## src/common/acfg_pkg.sv

```systemverilog
// Purpose: constants and types for the converter control register bank
// Assumes: 40 MHz block clock
// Notes:   times are held in tenths of a millisecond
package acfg_pkg;
    // register offsets
    localparam logic [7:0] OFS_PAGE       = 8'h00;
    localparam logic [7:0] OFS_SOFT_RESET = 8'h01;
    localparam logic [7:0] OFS_SLEEP      = 8'h02;
    localparam logic [7:0] OFS_SHDN       = 8'h05;
    localparam logic [7:0] OFS_FORMAT     = 8'h07;
    // reset values
    localparam logic [7:0] RST_PAGE       = 8'h00;
    localparam logic [7:0] RST_SLEEP      = 8'h00;
    localparam logic [3:0] RST_SHDN       = 4'h5;
    localparam logic [7:0] RST_FORMAT     = 8'h30;
    // field positions
    localparam int BIT_SOFT_RESET = 0;
    localparam int BIT_SLEEP_EXIT = 0;
    localparam int BIT_BCAST      = 2;
    localparam int POS_QCHG       = 3;
    localparam int SHDN_BITS      = 4;
    // control port addressing
    localparam logic [6:0] BCAST_ADDR = 7'h4c;
    localparam logic [4:0] ADDR_BASE  = 5'h12;
    // shutdown mode codes
    localparam logic [1:0] SHDN_OFF_NOW  = 2'h0;
    localparam logic [1:0] SHDN_TIMEOUT  = 2'h1;
    localparam logic [1:0] SHDN_CLEAN    = 2'h2;
    // durations in tenths of a millisecond, indexed by field code
    localparam logic [15:0] QCHG_TENTHS [4] = '{16'h0023, 16'h0064, 16'h01f4, 16'h03e8};
    localparam logic [15:0] KA_TENTHS   [4] = '{16'h012c, 16'h00fa, 16'h0064, 16'h0032};
    // timing
    localparam int CLK_PERIOD_NS     = 25;
    localparam int TENTH_MS_NS       = 100000;
    localparam int CYC_PER_TENTH_MS  = TENTH_MS_NS / CLK_PERIOD_NS;

    typedef struct packed {
        logic [1:0] protocol;
        logic [1:0] slot_len;
        logic       fs_inv;
        logic       bclk_inv;
        logic       tx_edge;
        logic       tx_fill;
    } acfg_fmt_t;

    typedef struct packed {
        logic [1:0] mode;
        logic [1:0] keepalive;
    } acfg_shdn_t;
endpackage

```

## src/design/acfg_regs.sv

```systemverilog
// Purpose: page-0 power and serial format registers behind a two-wire control port
// Assumes: control port clock and data are sampled by clk_i through two flops
// Notes:   long timers run off a shared prescaler tick of TICK_CYCLES clocks
`timescale 1ns/1ps
`default_nettype none
module acfg_regs #(
    parameter int TICK_CYCLES = acfg_pkg::CYC_PER_TENTH_MS
) (
    input  wire logic              clk_i,
    input  wire logic              nrst_i,
    input  wire logic              scl_i,
    input  wire logic              sda_i,
    output var  logic              sda_o,
    output var  logic              sda_oe_n_o,
    input  wire logic [1:0]        addr_sel_i,
    input  wire logic              shutdown_pin_n_i,
    input  wire logic              clean_done_i,
    input  wire logic              tx_bit_i,
    input  wire logic              tx_used_i,
    output var  logic              sdout_o,
    output var  logic              sdout_oe_n_o,
    output var  acfg_pkg::acfg_fmt_t fmt_o,
    output var  logic              launch_edge_o,
    output var  logic              sleep_o,
    output var  logic              ref_charge_busy_o,
    output var  logic              regulator_on_o
);
    import acfg_pkg::*;

    typedef enum logic [2:0] {I_IDLE, I_ADDR, I_AACK, I_PTR, I_WDATA, I_WACK, I_RDATA, I_RACK} acfg_i2c_t;
    typedef enum logic [1:0] {R_ON, R_KEEP, R_CLEAN, R_OFF} acfg_rstate_t;

    ////////////////////////////////////////////////////////////////////////
    // input synchronisers
    logic [4:0] sync1_reg;
    logic [4:0] sync2_reg;
    logic       scl_d_reg;
    logic       sda_d_reg;
    always_ff @(posedge clk_i or negedge nrst_i) begin
        if (!nrst_i) begin
            sync1_reg <= 5'h1f;
            sync2_reg <= 5'h1f;
            scl_d_reg <= 1'b1;
            sda_d_reg <= 1'b1;
        end else begin
            sync1_reg <= {scl_i, sda_i, shutdown_pin_n_i, addr_sel_i};
            sync2_reg <= sync1_reg;
            scl_d_reg <= sync2_reg[4];
            sda_d_reg <= sync2_reg[3];
        end
    end
    wire logic       scl_s    = sync2_reg[4];
    wire logic       sda_s    = sync2_reg[3];
    wire logic       shdn_s   = ~sync2_reg[2];
    wire logic [1:0] apin_s   = sync2_reg[1:0];
    wire logic       scl_rise = scl_s & ~scl_d_reg;
    wire logic       scl_fall = ~scl_s & scl_d_reg;
    wire logic       start_ev = scl_s & scl_d_reg & sda_d_reg & ~sda_s;
    wire logic       stop_ev  = scl_s & scl_d_reg & ~sda_d_reg & sda_s;

    ////////////////////////////////////////////////////////////////////////
    // register storage and decode
    logic [7:0]  page_reg;
    logic        soft_reset_reg;
    logic [7:0]  sleep_reg;
    acfg_shdn_t  shdn_reg;
    acfg_fmt_t   fmt_reg;
    logic [7:0]  ptr_reg;
    logic [7:0]  wdata_reg;
    logic        wr_reg;

    wire logic       page0    = (page_reg == 8'h00);
    wire logic       wr_page  = wr_reg & (ptr_reg == OFS_PAGE);
    wire logic       wr_reset = wr_reg & page0 & (ptr_reg == OFS_SOFT_RESET);
    wire logic       wr_sleep = wr_reg & page0 & (ptr_reg == OFS_SLEEP);
    wire logic       wr_shdn  = wr_reg & page0 & (ptr_reg == OFS_SHDN);
    wire logic       wr_fmt   = wr_reg & page0 & (ptr_reg == OFS_FORMAT);
    wire logic       bcast    = sleep_reg[BIT_BCAST];
    wire logic       sleep_exit = sleep_reg[BIT_SLEEP_EXIT];
    wire logic [1:0] qchg     = sleep_reg[POS_QCHG +: 2];
    // read-only reserved positions are masked to their reset value
    wire logic [7:0] rd_data  = (ptr_reg == OFS_PAGE)                ? page_reg :
                                (!page0)                             ? 8'h00 :
                                (ptr_reg == OFS_SLEEP)               ? {sleep_reg[7:2], 1'b0, sleep_reg[0]} :
                                (ptr_reg == OFS_SHDN)                ? {4'h0, shdn_reg} :
                                (ptr_reg == OFS_FORMAT)              ? fmt_reg :
                                8'h00;

    always_ff @(posedge clk_i or negedge nrst_i) begin
        if (!nrst_i) begin
            page_reg       <= RST_PAGE;
            soft_reset_reg <= 1'b0;
            sleep_reg      <= RST_SLEEP;
            shdn_reg       <= RST_SHDN;
            fmt_reg        <= RST_FORMAT;
        end else if (soft_reset_reg) begin
            page_reg       <= RST_PAGE;
            soft_reset_reg <= 1'b0;
            sleep_reg      <= RST_SLEEP;
            shdn_reg       <= RST_SHDN;
            fmt_reg        <= RST_FORMAT;
        end else begin
            soft_reset_reg <= wr_reset & wdata_reg[BIT_SOFT_RESET];
            if (wr_page) page_reg <= wdata_reg;
            if (wr_sleep) sleep_reg <= {wdata_reg[7:2], 1'b0, wdata_reg[0]};
            if (wr_shdn) shdn_reg <= wdata_reg[SHDN_BITS-1:0];
            if (wr_fmt) fmt_reg <= wdata_reg;
        end
    end

    ////////////////////////////////////////////////////////////////////////
    // two-wire control port slave
    acfg_i2c_t  ist_reg;
    logic [3:0] cnt_reg;
    logic [7:0] shift_reg;
    logic [7:0] tx_reg;
    logic       rw_reg;
    logic       oe_n_reg;
    wire logic [6:0] my_addr  = bcast ? BCAST_ADDR : {ADDR_BASE, apin_s};
    wire logic       addr_hit = (shift_reg[7:1] == my_addr);
    wire logic       byte_end = scl_fall & (cnt_reg == 4'h8);
    wire logic [2:0] tx_idx   = 3'(4'h7 - cnt_reg);

    always_ff @(posedge clk_i or negedge nrst_i) begin
        if (!nrst_i) begin
            ist_reg <= I_IDLE;
            cnt_reg <= 4'h0;
            shift_reg <= 8'h00;
            tx_reg <= 8'h00;
            rw_reg <= 1'b0;
            oe_n_reg <= 1'b1;
            ptr_reg <= 8'h00;
            wdata_reg <= 8'h00;
            wr_reg <= 1'b0;
        end else begin
            wr_reg <= 1'b0;
            if (scl_rise && ist_reg != I_RACK) begin
                shift_reg <= {shift_reg[6:0], sda_s};
                cnt_reg <= cnt_reg + 4'h1;
            end
            if (start_ev) begin
                ist_reg <= I_ADDR;
                cnt_reg <= 4'h0;
                oe_n_reg <= 1'b1;
            end else if (stop_ev) begin
                ist_reg <= I_IDLE;
                oe_n_reg <= 1'b1;
            end else begin
                case (ist_reg)
                    I_ADDR: if (byte_end) begin
                        cnt_reg <= 4'h0;
                        rw_reg <= shift_reg[0];
                        oe_n_reg <= ~addr_hit;
                        ist_reg <= addr_hit ? I_AACK : I_IDLE;
                    end
                    I_AACK: if (scl_fall) begin
                        // the ack clock pulse was counted, so restart the bit count
                        cnt_reg <= 4'h0;
                        tx_reg <= rd_data;
                        oe_n_reg <= rw_reg ? rd_data[7] : 1'b1;
                        ist_reg <= rw_reg ? I_RDATA : I_PTR;
                    end
                    I_PTR: if (byte_end) begin
                        cnt_reg <= 4'h0;
                        ptr_reg <= shift_reg;
                        oe_n_reg <= 1'b0;
                        ist_reg <= I_WACK;
                    end
                    I_WDATA: if (byte_end) begin
                        cnt_reg <= 4'h0;
                        wdata_reg <= shift_reg;
                        wr_reg <= 1'b1;
                        oe_n_reg <= 1'b0;
                        ist_reg <= I_WACK;
                    end
                    I_WACK: if (scl_fall) begin
                        cnt_reg <= 4'h0;
                        oe_n_reg <= 1'b1;
                        ist_reg <= I_WDATA;
                    end
                    I_RDATA: if (scl_fall) begin
                        if (cnt_reg == 4'h8) begin
                            cnt_reg <= 4'h0;
                            // step early so the next byte's data is ready at the ack fall
                            ptr_reg <= ptr_reg + 8'h01;
                            oe_n_reg <= 1'b1;
                            ist_reg <= I_RACK;
                        end else begin
                            oe_n_reg <= tx_reg[tx_idx];
                        end
                    end
                    I_RACK: begin
                        if (scl_rise && sda_s) ist_reg <= I_IDLE;
                        if (scl_fall) begin
                            tx_reg <= rd_data;
                            oe_n_reg <= rd_data[7];
                            ist_reg <= I_RDATA;
                        end
                    end
                    default: ist_reg <= I_IDLE;
                endcase
            end
        end
    end

    ////////////////////////////////////////////////////////////////////////
    // prescaler, reference charge timer and regulator control
    logic [12:0]  pre_reg;
    logic [15:0]  chg_reg;
    logic [15:0]  ka_reg;
    logic         sleep_exit_d_reg;
    acfg_rstate_t rst_reg;
    wire logic tick = (pre_reg == 13'(TICK_CYCLES - 1));

    always_ff @(posedge clk_i or negedge nrst_i) begin
        if (!nrst_i) begin
            pre_reg <= 13'h0000;
            chg_reg <= 16'h0000;
            sleep_exit_d_reg <= 1'b0;
        end else begin
            pre_reg <= tick ? 13'h0000 : pre_reg + 13'h0001;
            sleep_exit_d_reg <= sleep_exit;
            if (sleep_exit && !sleep_exit_d_reg) chg_reg <= QCHG_TENTHS[qchg];
            else if (!sleep_exit) chg_reg <= 16'h0000;
            else if (tick && chg_reg != 16'h0000) chg_reg <= chg_reg - 16'h0001;
        end
    end

    always_ff @(posedge clk_i or negedge nrst_i) begin
        if (!nrst_i) begin
            rst_reg <= R_ON;
            ka_reg <= 16'h0000;
        end else begin
            case (rst_reg)
                R_ON: if (shdn_s) begin
                    ka_reg <= KA_TENTHS[shdn_reg.keepalive];
                    if (shdn_reg.mode == SHDN_OFF_NOW) rst_reg <= R_OFF;
                    else if (shdn_reg.mode == SHDN_CLEAN) rst_reg <= R_CLEAN;
                    else rst_reg <= R_KEEP;
                end
                R_KEEP: begin
                    if (!shdn_s) rst_reg <= R_ON;
                    else if (ka_reg == 16'h0000) rst_reg <= R_OFF;
                    else if (tick) ka_reg <= ka_reg - 16'h0001;
                end
                R_CLEAN: begin
                    if (!shdn_s) rst_reg <= R_ON;
                    else if (clean_done_i) rst_reg <= R_OFF;
                end
                R_OFF: if (!shdn_s) rst_reg <= R_ON;
                default: rst_reg <= R_ON;
            endcase
        end
    end

    ////////////////////////////////////////////////////////////////////////
    // output flops
    always_ff @(posedge clk_i or negedge nrst_i) begin
        if (!nrst_i) begin
            sda_o <= 1'b0;
            sda_oe_n_o <= 1'b1;
            sdout_o <= 1'b0;
            sdout_oe_n_o <= 1'b0;
            fmt_o <= RST_FORMAT;
            launch_edge_o <= 1'b0;
            sleep_o <= 1'b1;
            ref_charge_busy_o <= 1'b0;
            regulator_on_o <= 1'b1;
        end else begin
            sda_o <= 1'b0;
            sda_oe_n_o <= oe_n_reg;
            sdout_o <= tx_used_i & tx_bit_i;
            sdout_oe_n_o <= ~tx_used_i & fmt_reg.tx_fill;
            fmt_o <= fmt_reg;
            launch_edge_o <= fmt_reg.bclk_inv ^ fmt_reg.tx_edge;
            sleep_o <= ~sleep_exit;
            ref_charge_busy_o <= (chg_reg != 16'h0000);
            regulator_on_o <= (rst_reg != R_OFF);
        end
    end
endmodule // acfg_regs
`default_nettype wire

```

## config.mk

```make
export PLATFORM = sky130hd
export DESIGN_NAME = acfg_regs
export DESIGN_NICKNAME = d
export VERILOG_FILES = /design/src/common/acfg_pkg.sv /design/src/design/acfg_regs.sv
export SDC_FILE = /design/constraint.sdc
export NUM_CORES = 1
export LEC_CHECK = 0
export ABC_AREA = 1
export BUFFER_PORTS_ARGS = -buffer_cell sky130_fd_sc_hd__buf_2
export CORE_MARGIN = 1
export CORE_UTILIZATION = 60
export CTS_BUF_LIST = sky130_fd_sc_hd__clkbuf_8
export DETAILED_ROUTE_END_ITERATION = 7
export MAX_ROUTING_LAYER = met4
export PLACE_DENSITY = 0.81
export SYNTH_ARGS = -nofsm -noshare
export SYNTH_HDL_FRONTEND = slang
export SYNTH_SLANG_ARGS = --single-unit
```

## constraint.sdc

```tcl
create_clock -name clk_i -period 2.19 [get_ports clk_i]
set_clock_uncertainty 0.15 [all_clocks]
set_input_delay 0.219 -clock clk_i [delete_from_list [all_inputs] [get_ports clk_i]]
set_output_delay 0.219 -clock clk_i [all_outputs]
set_load 0.05 [all_outputs]
```

[After elaboration in Yosys (flattened, before gate mapping)]
Index checks and enable logic that the tools add are counted.
Storage, ports and cells
  register bits: 146
  input bits: 10
  output and inout bits: 16
Cells by class
  add/subtract/negate cells: 6
  $lt $le $gt $ge: 3
  eq/ne operators: 39
  mux-type cells: 81
  bitwise operators: 29
  reductions and logical operators: 30
Operators with widths (count)
  $mux 16: 11
  $mux 8: 14
  $bmux 16 s2: 2
  $mux 3: 12
  $mux 4: 9
  $pmux 16 s2: 1
  $sub 16x1->16 const B: 2
  $ne 4x4->1 const B: 6
  $mux 2: 9
  $ne 2x2->1 const B: 9
  $pmux 3 s6: 1
  $and 1x1->1: 17
  $eq 8x3->1 const B: 2
  $logic_not 16->1: 1
  $logic_not 8->1: 2
  $mux 1: 16
  $pmux 8 s2: 1
  $reduce_and 4->1: 4
  $reduce_bool 16->1: 1
  $reduce_and 7->1: 2
  $add 13x1->13 const B: 1
  $eq 13x12->1 const B: 1
  $mux 13: 1
  $eq 3x3->1 const B: 4
  33 further kinds: 59

[Depth between registers and ports, before layout]
Gate-level depths: netlist of run 1.
  depth in word-level cells: 11
  mapped depth: 13
  depth with buffers taken out: 12

[Least setup slack after synthesis of run 1]
Ideal clock, no wire load.
  path type: register -> register
  start: register cnt_reg[0]
  end: register ptr_reg[1]
  arrival: 1709 ps
  slack: 200 ps
  stages on the path, launching flop included: 13
  buffers on the path: 2
  clock period less this slack: 1990 ps
  cell sequence: dfrtp_1 -> clkbuf_1 -> inv_1 -> ha_1 -> nand2_1 -> nor2_1 -> nand2_1 -> inv_1 -> o21ai_0 -> inv_1 -> buf_2 -> o211ai_1 -> o21ai_0
On the way
  cells in the longest elaborated chain, start to end: 4
Ends and longest elaborated chain
  start: declaration: line acfg_regs.sv:114  | logic [3:0] cnt_reg;
  start signal: assignment: line acfg_regs.sv:139  | cnt_reg <= cnt_reg + 4'h1;
  $eq 4x4->1 *: line acfg_regs.sv:121, acfg_regs.sv:182
  $and 1x1->1: line acfg_regs.sv:121  | wire logic byte_end = scl_fall & (cnt_reg == 4'h8);
  $ne 2x2->1 (no line)
  $reduce_and 6->1 (no line) *
  end signal: assignment: line acfg_regs.sv:165  | ptr_reg <= shift_reg;
  end signal: assignment: line acfg_regs.sv:185  | ptr_reg <= ptr_reg + 8'h01;
  end: declaration: line acfg_regs.sv:68  | logic [7:0] ptr_reg;
Mark *: on every way between the ends. The rest lies on a longest branch, timed or not.
A chain may end at the register's enable or synchronous reset.

[Final worst setup path of run 1]
  start: register sync2_reg[4]
  end: register ptr_reg[5]
On the way
  cells in the longest elaborated chain, start to end: 5
Ends and longest elaborated chain
  start: declaration: line acfg_regs.sv:36  | logic [4:0] sync2_reg;
  start signal: assignment: line acfg_regs.sv:47  | sync2_reg <= sync1_reg;
  $not 1->1 or $and 1x1->1 (tied branches): line acfg_regs.sv:57, acfg_regs.sv:58, acfg_regs.sv:59
  $and 1x1->1 (on tied branches): line acfg_regs.sv:57, acfg_regs.sv:58, acfg_regs.sv:59
  $and 1x1->1 (on tied branches): line acfg_regs.sv:121, acfg_regs.sv:58, acfg_regs.sv:59
  $ne 2x2->1 (no line) or $not 1->1 (tied branches)
  $reduce_and 6->1 (no line) *
Marks and branches as above.

==> impl_metrics.csv, run 1 <==
group,metric,value,unit
pwr,switching_power,2200,uW
clock_network,cts.path.max_buffers,2,
layout,final.fill_count,961,
logic_synthesis,synth.largest_area_cell,"dfrtp_1",
global_route,globalRoute.totalOverflow,0,
setup_path,critical_path_peak_fanout,6,
timing,finalCritPeriodShare,0.951,
logic_synthesis,synth_warnings,0,
layout,n_antenna_cell,0,
global_route,maximum_number_of_pins_on_one_net_before_global_route_repair,63,
clock_network,clock_sink_count,145,
global_route,grt_pass1_wl,27800,um
logic_synthesis,synth.distinct_cells,46,
clock_network,cts_tree,"built",
logic_synthesis,synthDominantCellAreaShare,0.407,
worst_hold_path,whs_path_depth,5,
layout,synthToLayoutAreaGrowth,13.2,%
logic_synthesis,synthesis.area,7550,um2
drt,route.detailed.vias_per_inst,5.37,
pwr,ir_drop,0.000487,V
global_route,number_of_antenna_violations_at_the_first_check_in_global_routing,0,
logic_synthesis,async_reset_ff_frac,1.00,
setup_path,cp_data_required_time,2.41,ns
drt,routed_wire_length_per_instance,13.9,um
clock_network,clkTransAtPathRegs,0.08,ns
setup_path,crit_type,"reg2reg",
logic_synthesis,ys.flop_type,"dfrtp_1",
drt,drt_iter0_drc,539,
clock_network,cts-buffers-inserted,17,
pwr,netSwitchingFraction,0.329,
placement,dp_slack,0.0727,ns
logic_synthesis,most_common_cell_in_the_netlist,"nand2_1",
pwr,leakage_power,0.00434,uW
layout,final_layout_size_suffix_gt1_frac,0.144,
floorplan,ios,26,
timing,setup_viol,0,
timing,finalCriticalPeriod,2.08,ns
logic_synthesis,syn_inst,931,
layout,final-seq-area,3660,um2
setup_path,worstPathArrival,2.30,ns
layout,multi_input_comb_area,3330,um2
floorplan,design.die.area,13000,um2
floorplan,initial_utilization,0.621,
placement,post_dp_cell_area,8030,um2
global_route,first_global_vias,6162,
clock_network,clock_tree.htree_level_count,4,
clock_network,clk_root_buffer_cell,"clkbuf_8",
timing,worstMarginPinSlew,0.575,ns
drt,drt_pass1_iterations,5,
run,maxCapViolCount,0,
logic_synthesis,ys_seq_area_frac,0.484,
drt,postRouteWirelength,16400,um
setup_path,crit_path_end_kind,"flop",
layout,fin_nets,1029,
floorplan,num_rows,40,
worst_hold_path,worst_hold_path_type,"in2reg",
pwr,comb_power_share,0.233,
drt,antenna_violating_nets_post_route,0,
placement,place.gp.congestion,0.932,
floorplan,core_region_area,12200,um2
pwr,power_per_cell_area,781,nW/um2
floorplan,fp.dieW,114,um
floorplan,die-height,114,um
logic_synthesis,synth_commonest_cells,"nand2_1, dfrtp_1, inv_1",
drt,drc_errors,0,
logic_synthesis,mappedNetlistNets,961,
pwr,share_seq_of_total_power,0.460,
outcome,outcome,"finished clean",
layout,final_design_area_no_fill,8550,um2
setup_path,crit_path_start_kind,"flop",
logic_synthesis,synth-edff-count,0,
pwr,intPower,4480,uW
logic_synthesis,syn_area_per_cell,8.11,um2
setup_path,reg2regPathDepth,10,
drt,num_vias,6331,
timing,finalMaxSlewViolations,0,
placement,post-dp-hpwl,11600,um
timing,setup_ws,0.107,ns
timing,achievable-frequency,480,MHz
clock_network,clk-insertion-delay-late,0.45,ns
pwr,power.share.clock,0.308,
logic_synthesis,ys_ff_latch,145,
global_route,track_usage,0.279,
logic_synthesis,yosys-top-cells-area,"dfrtp_1, nand2_1, dfstp_2, inv_1, o21ai_0",
placement,buffer_ports.inserted,24,
timing,hold_viol_final,0,
timing,timing.slew.headroom,0.617,
layout by cell type (no fill, tap or decap), drive strengths merged:
cell	netlist	layout
nand2	232	232
inv	123	125
dfrtp	123	123
o21ai	99	99
nor2	98	98
buf	11	58
nand3	53	53
a21oi	29	29
xor2	26	26
nor3	26	26
dfstp	22	22
ha	20	20
clkbuf	7	18
nand4	16	16
a22oi	10	10
clkinv	2	9
dlygate4sd3	0	8
o31ai	7	7
xnor2	6	6
o211ai	4	4
o22ai	4	4
clkinvlp	0	4
mux2	2	2
a31oi	2	2
bufinv	0	2
nor3b	1	1
o311ai	1	1
a31o	1	1
nor4	1	1
o2111ai	1	1
and2	1	1
and3b	1	1
or2	1	1
conb	1	1
stage by stage:
step           TNS (ns)  utilization  instances  hold slack (ns)  total power, uW
2_1_floorplan         0            -        931           -0.227             4210
3_3_place_gp          0        0.660       1134           0.0867             4570
3_5_place_dp          0        0.660       1134           0.0862             4620
4_1_cts               0        0.699       1174            0.137             6700
5_1_grt         -0.0897        0.703       1180            0.186             7100
6_report              0        0.703       1180            0.126             6680
power by group through the flow:
stage          Clock, uW  Sequential [uW]  Combinational, uW
2_1_floorplan          0             3100               1110
3_3_place_gp           0             3110               1450
3_5_place_dp           0             3120               1490
4_1_cts             2090             3080               1530
5_1_grt             2200             3100               1790
6_report            2060             3070               1550
worst max-delay path: stages (launching register included):
cell and delay [ns]:
dfstp_2 0.55, inv_1 0.06, nand2_1 0.14, inv_1 0.09
nand2_1 0.17, inv_1 0.11, o21ai_2 0.13, clkinvlp_2 0.14
buf_4 0.17, buf_4 0.13, a22oi_1 0.16
worst paths after layout:
kind	start	end	slack [ns]
max	sync2_reg[4]	ptr_reg[5]	0.11
min	clean_done_i	rst_reg[1]	0.13
max reg2reg	sync2_reg[4]	ptr_reg[5]	0.11
min reg2reg	sync1_reg[4]	sync2_reg[4]	0.21
max in group asynchronous	nrst_i	sleep_o	1.01
min in group asynchronous	nrst_i	chg_reg[15]	0.15
cell families (layout without fill, tap and decap cells):
group	after synthesis	count (layout)	share of synthesized area
flops	145	145	0.484
compound gates	158	158	0.116
other cells	1	1	0.000496
fa+ha+maj	20	20	0.0331
mux	2	2	0.00298
simple gates	430	430	0.249
buf+inv	143	224	0.0765
xor+xnor	32	32	0.0371
final cells by class:
cell class,count,area share
clock inverter,14,0.0165
timing repair inverter,1,0.000585
sequential,145,0.427
tap,168,0.0246
clock buffer,18,0.0290
inverter,125,0.0551
multi-input combinational,643,0.389
timing repair buffer,66,0.0573
timing repair:
item | 4_1_cts | 5_1_grt
hold endpoints to repair | 68 | 0
setup buffers | 0 | 5
setup endpoints to repair | 0 | 20
resized for setup | 0 | 7
hold buffers | 8 | 0
per-layer routing:
| layer | GRT usage | share of wire | wire length, um | vias up |
|---|---|---|---|---|
| li1 | - | - | - | 3142 |
| met1 | 0.334 | 0.44 | 7160 | 2950 |
| met2 | 0.465 | 0.49 | 7940 | 190 |
| met3 | 0.0503 | 0.043 | 711 | 49 |
| met4 | 0.123 | 0.033 | 540 | 0 |
| met5 | - | 0 | 0 | - |
Power figures use the tool's default switching activity.
==> run 2: changes to the inputs <==
Settings changed: CORE_MARGIN 1 to 2, CTS_CLUSTER_SIZE set to 24.
==> run 2 against run 1 <==
- combinational power barely moved
- clock power barely moved
- hold slack got worse by 0.0065 ns
- setup slack improved by 0.065 ns
- critical path depth rose by 2
- register-to-register slack improved by 0.07 ns
- wire length fell by 3.1%
- sequential power barely moved
- largest cell class unchanged
- highest routed layer unchanged
==> impl_metrics.csv, run 2 (synthesized netlist as in run 1, its figures left out) <==
group,metric,value,unit
global_route,grt_pass1_wl,27000,um
drt,drt_pass1_iterations,5,
setup_path,crit_path_end_kind,"flop",
floorplan,design.die.area,13500,um2
clock_network,cts_tree,"built",
setup_path,critical_path_peak_fanout,10,
pwr,power_per_cell_area,785,nW/um2
layout,synthToLayoutAreaGrowth,12.5,%
layout,n_antenna_cell,0,
timing,totalNegativeSetupSlack,0,ns
setup_path,regToRegSetupSlack,0.17,ns
setup_path,worstPathCellList,"inv_1 -> ha_2 -> inv_2 -> nor3_4 -> nand2_2 -> nor3_2 -> nor2_1 -> nand3_2 -> nand2_4 -> buf_4 -> nand3_1 -> nand2_1",
clock_network,clock_sink_count,145,
floorplan,fp.dieW,116,um
pwr,leakage_power,0.00429,uW
timing,finalMaxSlewViolations,0,
global_route,track_usage,0.264,
global_route,first_global_vias,5885,
floorplan,initial_utilization,0.621,
floorplan,core_region_area,12200,um2
layout,final_layout_size_suffix_gt1_frac,0.139,
pwr,ir_drop,0.000452,V
clock_network,cts-buffers-inserted,17,
run,maxCapViolCount,0,
timing,setup_repair_after_global_routing_missed_its_margin,"false",
timing,hold_viol_final,0,
placement,post-dp-hpwl,11500,um
drt,num_vias,6169,
clock_network,clk_root_buffer_cell,"clkbuf_8",
drt,drt_iter0_drc,513,
global_route,maximum_number_of_pins_on_one_net_before_global_route_repair,53,
placement,dp_slack,0.0759,ns
clock_network,clkTransAtPathRegs,0.08,ns
setup_path,critPathSlowestCell,"dfrtp_1",
layout,commonest_cells_after_routing_fill_and_taps_aside,"nand2_1, dfrtp_1, inv_1",
drt,route.detailed.vias_per_inst,5.27,
drt,antenna_violating_nets_post_route,0,
drt,drc_errors,0,
outcome,outcome,"finished clean",
timing,achievable-frequency,495,MHz
layout,fin_nets,1019,
timing,setup_viol,0,
clock_network,clock_tree.htree_level_count,4,
floorplan,die-height,116,um
clock_network,clk-insertion-delay-late,0.46,ns
timing,finalCriticalPeriod,2.02,ns
timing,worstMarginPinSlew,0.512,ns
global_route,globalRoute.totalOverflow,0,
floorplan,num_rows,40,
floorplan,ios,26,
layout,mostFrequentLayoutCell,"nand2_1",
global_route,number_of_antenna_violations_at_the_first_check_in_global_routing,0,
timing,timing.slew.headroom,0.659,
drt,postRouteWirelength,15900,um
worst_hold_path,worst_hold_path_type,"in2reg",
setup_path,cp_data_required_time,2.38,ns
setup_path,largest_incremental_delay_on_the_critical_path,0.42,ns
setup_path,crit_type,"reg2reg",
timing,setup_ws,0.172,ns
clock_network,cts.path.max_buffers,2,
placement,place.gp.congestion,0.972,
setup_path,worstPathArrival,2.21,ns
drt,routed_wire_length_per_instance,13.6,um
setup_path,crit_path_start_kind,"flop",
placement,buffer_ports.inserted,24,
timing,finalCritPeriodShare,0.922,
[run 2: path summary, 6_finish.rpt]
kind                         startpoint      endpoint  cells past startpoint
max                           ka_reg[0]     ka_reg[3]                     12
min                        clean_done_i    rst_reg[1]                      5
max reg2reg                   ka_reg[0]     ka_reg[3]                     12
min reg2reg                sync1_reg[3]  sync2_reg[3]                      0
max in group asynchronous        nrst_i      fmt_o[4]                      3
min in group asynchronous        nrst_i    chg_reg[9]                      2
[run 2: through the flow]
stage	instance area (um2)	instances	hold WS [ns]	power, uW	utilization
finish	8500	1170	0.119	6670	0.699
global route	8500	1170	0.160	7090	0.699
CTS	8460	1168	0.115	6710	0.695
detailed placement	7980	1128	0.0518	4590	0.656
global placement	7980	1128	0.0465	4560	0.656
floorplan	7550	931	-0.227	4210	-
[run 2: layout make-up]
| type | instances | area (um2) |
|---|---|---|
| clock buffers | 17 | 234 |
| clock inverters | 15 | 160 |
| fillers | 982 | 3670 |
| inverters | 125 | 472 |
| multi-input cells | 643 | 3340 |
| flip-flops and latches | 145 | 3660 |
| well taps | 168 | 210 |
| repair buffers | 57 | 419 |
[run 2: repair_timing]
item	4_1_cts	5_1_grt
hold endpoints to repair	101	0
buffers inserted	0	2
hold buffers	8	0
gates resized for setup	0	8
endpoints found under the setup margin	0	31
[run 2: report_power, final]
part | internal (uW) | leakage [uW] | total, uW | switching, uW
logic | 544 | 0.00220 | 1520 | 977
clock network | 1020 | 0.000191 | 2070 | 1050
registers | 2880 | 0.00191 | 3080 | 202
[run 2: critical path: cells and delay by family (launching register included)]
kind	cells	cell delay, ns
buf+inv	3	0.33
fa+ha+maj	1	0.23
flops	1	0.42
simple gates	8	0.77
[run 2: routing by layer]
metal | GRT usage | share of wire
met4 | 0.0873 | 0.017
met2 | 0.435 | 0.49
met3 | 0.0571 | 0.039
met5 | - | 0
met1 | 0.327 | 0.45
==> run 3: changes to the inputs <==
Settings changed: MAX_ROUTING_LAYER met4 to unset.
==> run 3 against run 2 <==
- register-to-register slack worse by 0.07 ns
- non-clock buffer count rose by 6
- combinational power grew 3%
- highest routed layer unchanged
- largest power group unchanged
- setup slack worse by 0.072 ns
- utilization grew 0.49 points
- sequential power barely moved
- critical endpoint is now ptr_reg[1]
- first-iteration DRC count shrank 4.3%
- die area did not move
- global-route usage shrank 0.36 points
==> impl_metrics.csv, run 3 (synthesized netlist as in run 1, its figures left out) <==
group,metric,value,unit
floorplan,fp.dieW,116,um
setup_path,crit_path_end_kind,"flop",
layout,final_design_area_no_fill,8560,um2
drt,drc_errors,0,
clock_network,clk_root_buffer_cell,"clkbuf_8",
layout,post_layout_nonfiller_instances,1176,
pwr,post-layout-total-power,6810,uW
floorplan,num_rows,40,
placement,post-place-cells,1127,
floorplan,initial_utilization,0.621,
clock_network,cts.path.max_buffers,2,
global_route,track_usage,0.260,
layout,fin_nets,1025,
floorplan,ios,26,
setup_path,crit_path_start_kind,"flop",
clock_network,cts_tree,"built",
setup_path,cp_data_required_time,2.37,ns
layout,commonest_cells_after_routing_fill_and_taps_aside,"nand2_1, dfrtp_1, inv_1",
drt,routed_wire_length_per_instance,13.8,um
layout,final.fill_count,955,
setup_path,largest_incremental_delay_on_the_critical_path,0.42,ns
layout,final_layout_size_suffix_gt1_frac,0.142,
placement,post_dp_cell_area,7980,um2
drt,topRoutingLayerUsed,"met4",
pwr,ir_drop,0.000507,V
clock_network,clkTransAtPathRegs,0.09,ns
drt,drt_pass1_iterations,5,
setup_path,r2r_start,"cnt_reg[1]",
global_route,number_of_antenna_violations_at_the_first_check_in_global_routing,0,
drt,postRouteWirelength,16200,um
drt,met1_routed_wirelength_after_detailed_routing,7300,um
setup_path,reg2regPathDepth,11,
clock_network,clock_tree.htree_level_count,4,
clock_network,cts-buffers-inserted,17,
drt,drt_iter0_drc,491,
global_route,maximum_number_of_pins_on_one_net_before_global_route_repair,47,
drt,met2_length,7870,um
placement,post-dp-hpwl,11400,um
pwr,power_per_cell_area,796,nW/um2
drt,route.detailed.vias_per_inst,5.37,
clock_network,clock_sink_count,145,
timing,timing.slew.headroom,0.647,
drt,num_vias,6313,
timing,setup_ws,0.0997,ns
setup_path,worstPathCellList,"inv_1 -> ha_1 -> nand2_1 -> nor2_1 -> nand2_1 -> inv_1 -> o21ai_0 -> inv_2 -> buf_4 -> o211ai_1 -> o21ai_0",
run,maxCapViolCount,0,
setup_path,worstPathArrival,2.27,ns
timing,worstMarginPinSlew,0.528,ns
floorplan,design.die.area,13500,um2
placement,place.gp.congestion,0.944,
layout,mostFrequentLayoutCell,"nand2_1",
layout,n_antenna_cell,0,
layout,synthToLayoutAreaGrowth,13.2,%
timing,setup_viol,0,
timing,finalMaxSlewViolations,0,
global_route,grt_pass1_wl,27600,um
timing,finalCriticalPeriod,2.09,ns
drt,antenna_violating_nets_post_route,0,
placement,buffer_ports.inserted,24,
timing,finalCritPeriodShare,0.954,
setup_path,critPathSlowestCell,"dfrtp_1",
worst_hold_path,worst_hold_path_type,"in2async",
setup_path,regToRegSetupSlack,0.1,ns
setup_path,crit-reg2reg-capture,"ptr_reg[1]",
floorplan,die-height,116,um
setup_path,critical_path_peak_fanout,10,
timing,hold_viol_final,0,
timing,totalNegativeSetupSlack,0,ns
global_route,first_global_vias,6123,
setup_path,crit_type,"reg2reg",
global_route,globalRoute.totalOverflow,0,
drt,dr_wl_met3,657,um
timing,achievable-frequency,478,MHz
placement,dp_slack,0.0856,ns
pwr,leakage_power,0.00433,uW
outcome,outcome,"finished clean",
clock_network,clk-insertion-delay-late,0.46,ns
floorplan,core_region_area,12200,um2
[run 3: cell types whose count changed in the layout (fill, tap and decap cells not counted), sizes merged]
cell / change
inv: -3
clkinvlp: +1
bufinv: +1
clkbuf: +1
buf: +6
[run 3: layer usage]
metal | vias up | global-route usage
met3 | 32 | 0.0576
met2 | 155 | 0.444
li1 | 3140 | -
met4 | 0 | 0.0992
met1 | 2986 | 0.327
met5 | - | 0
[run 3: power by group]
group | leakage [uW] | switching, uW | internal, uW
Clock | 0.000198 | 1030 | 1150
Sequential | 0.00191 | 194 | 2880
Combinational | 0.00222 | 992 | 568
[run 3: timing repair]
action | 4_1_cts | 5_1_grt
hold endpoints to repair | 128 | 0
endpoints found under the setup margin | 0 | 42
setup buffers | 0 | 9
gates resized for setup | 0 | 7
hold buffers | 8 | 0
[run 3: worst max path at each step]
stage	slack, ns	depth (start not counted)	startpoint	end
2_1_floorplan	0.20	12	cnt_reg[0]	ptr_reg[1]
3_3_place_gp	0.16	10	cnt_reg[1]	ptr_reg[5]
3_5_place_dp	0.09	10	cnt_reg[1]	ptr_reg[5]
4_1_cts	0.04	10	cnt_reg[1]	ptr_reg[4]
5_1_grt	-0.02	10	pre_reg[0]	ka_reg[0]
6_report	0.1	11	cnt_reg[1]	ptr_reg[1]
[run 3: worst max-delay path, delay by kind of cell (launching register included)]
family                     cells  cell delay (ns)
buffers and inverters          4             0.56
DFF                            1             0.42
AOI/OAI and AO/OA              3             0.37
and+or+nand+nor                3             0.25
adders and majority gates      1             0.21
[run 3: stage by stage]
step | hold WS, ns | utilization
after detailed placement | 0.0232 | 0.656
final | 0.0866 | 0.703
after global routing | 0.130 | 0.703
after floorplan | -0.227 | -
after CTS | 0.0919 | 0.696
after global placement | 0.0245 | 0.656
[run 3: final cells by class]
cell class,count,area (um2),area share
clock inverter,14,164,0.0192
multi-input combinational,643,3340,0.391
clock buffer,18,248,0.0290
inverter,125,472,0.0551
tap,168,210,0.0246
sequential,145,3660,0.427
timing repair buffer,63,464,0.0543
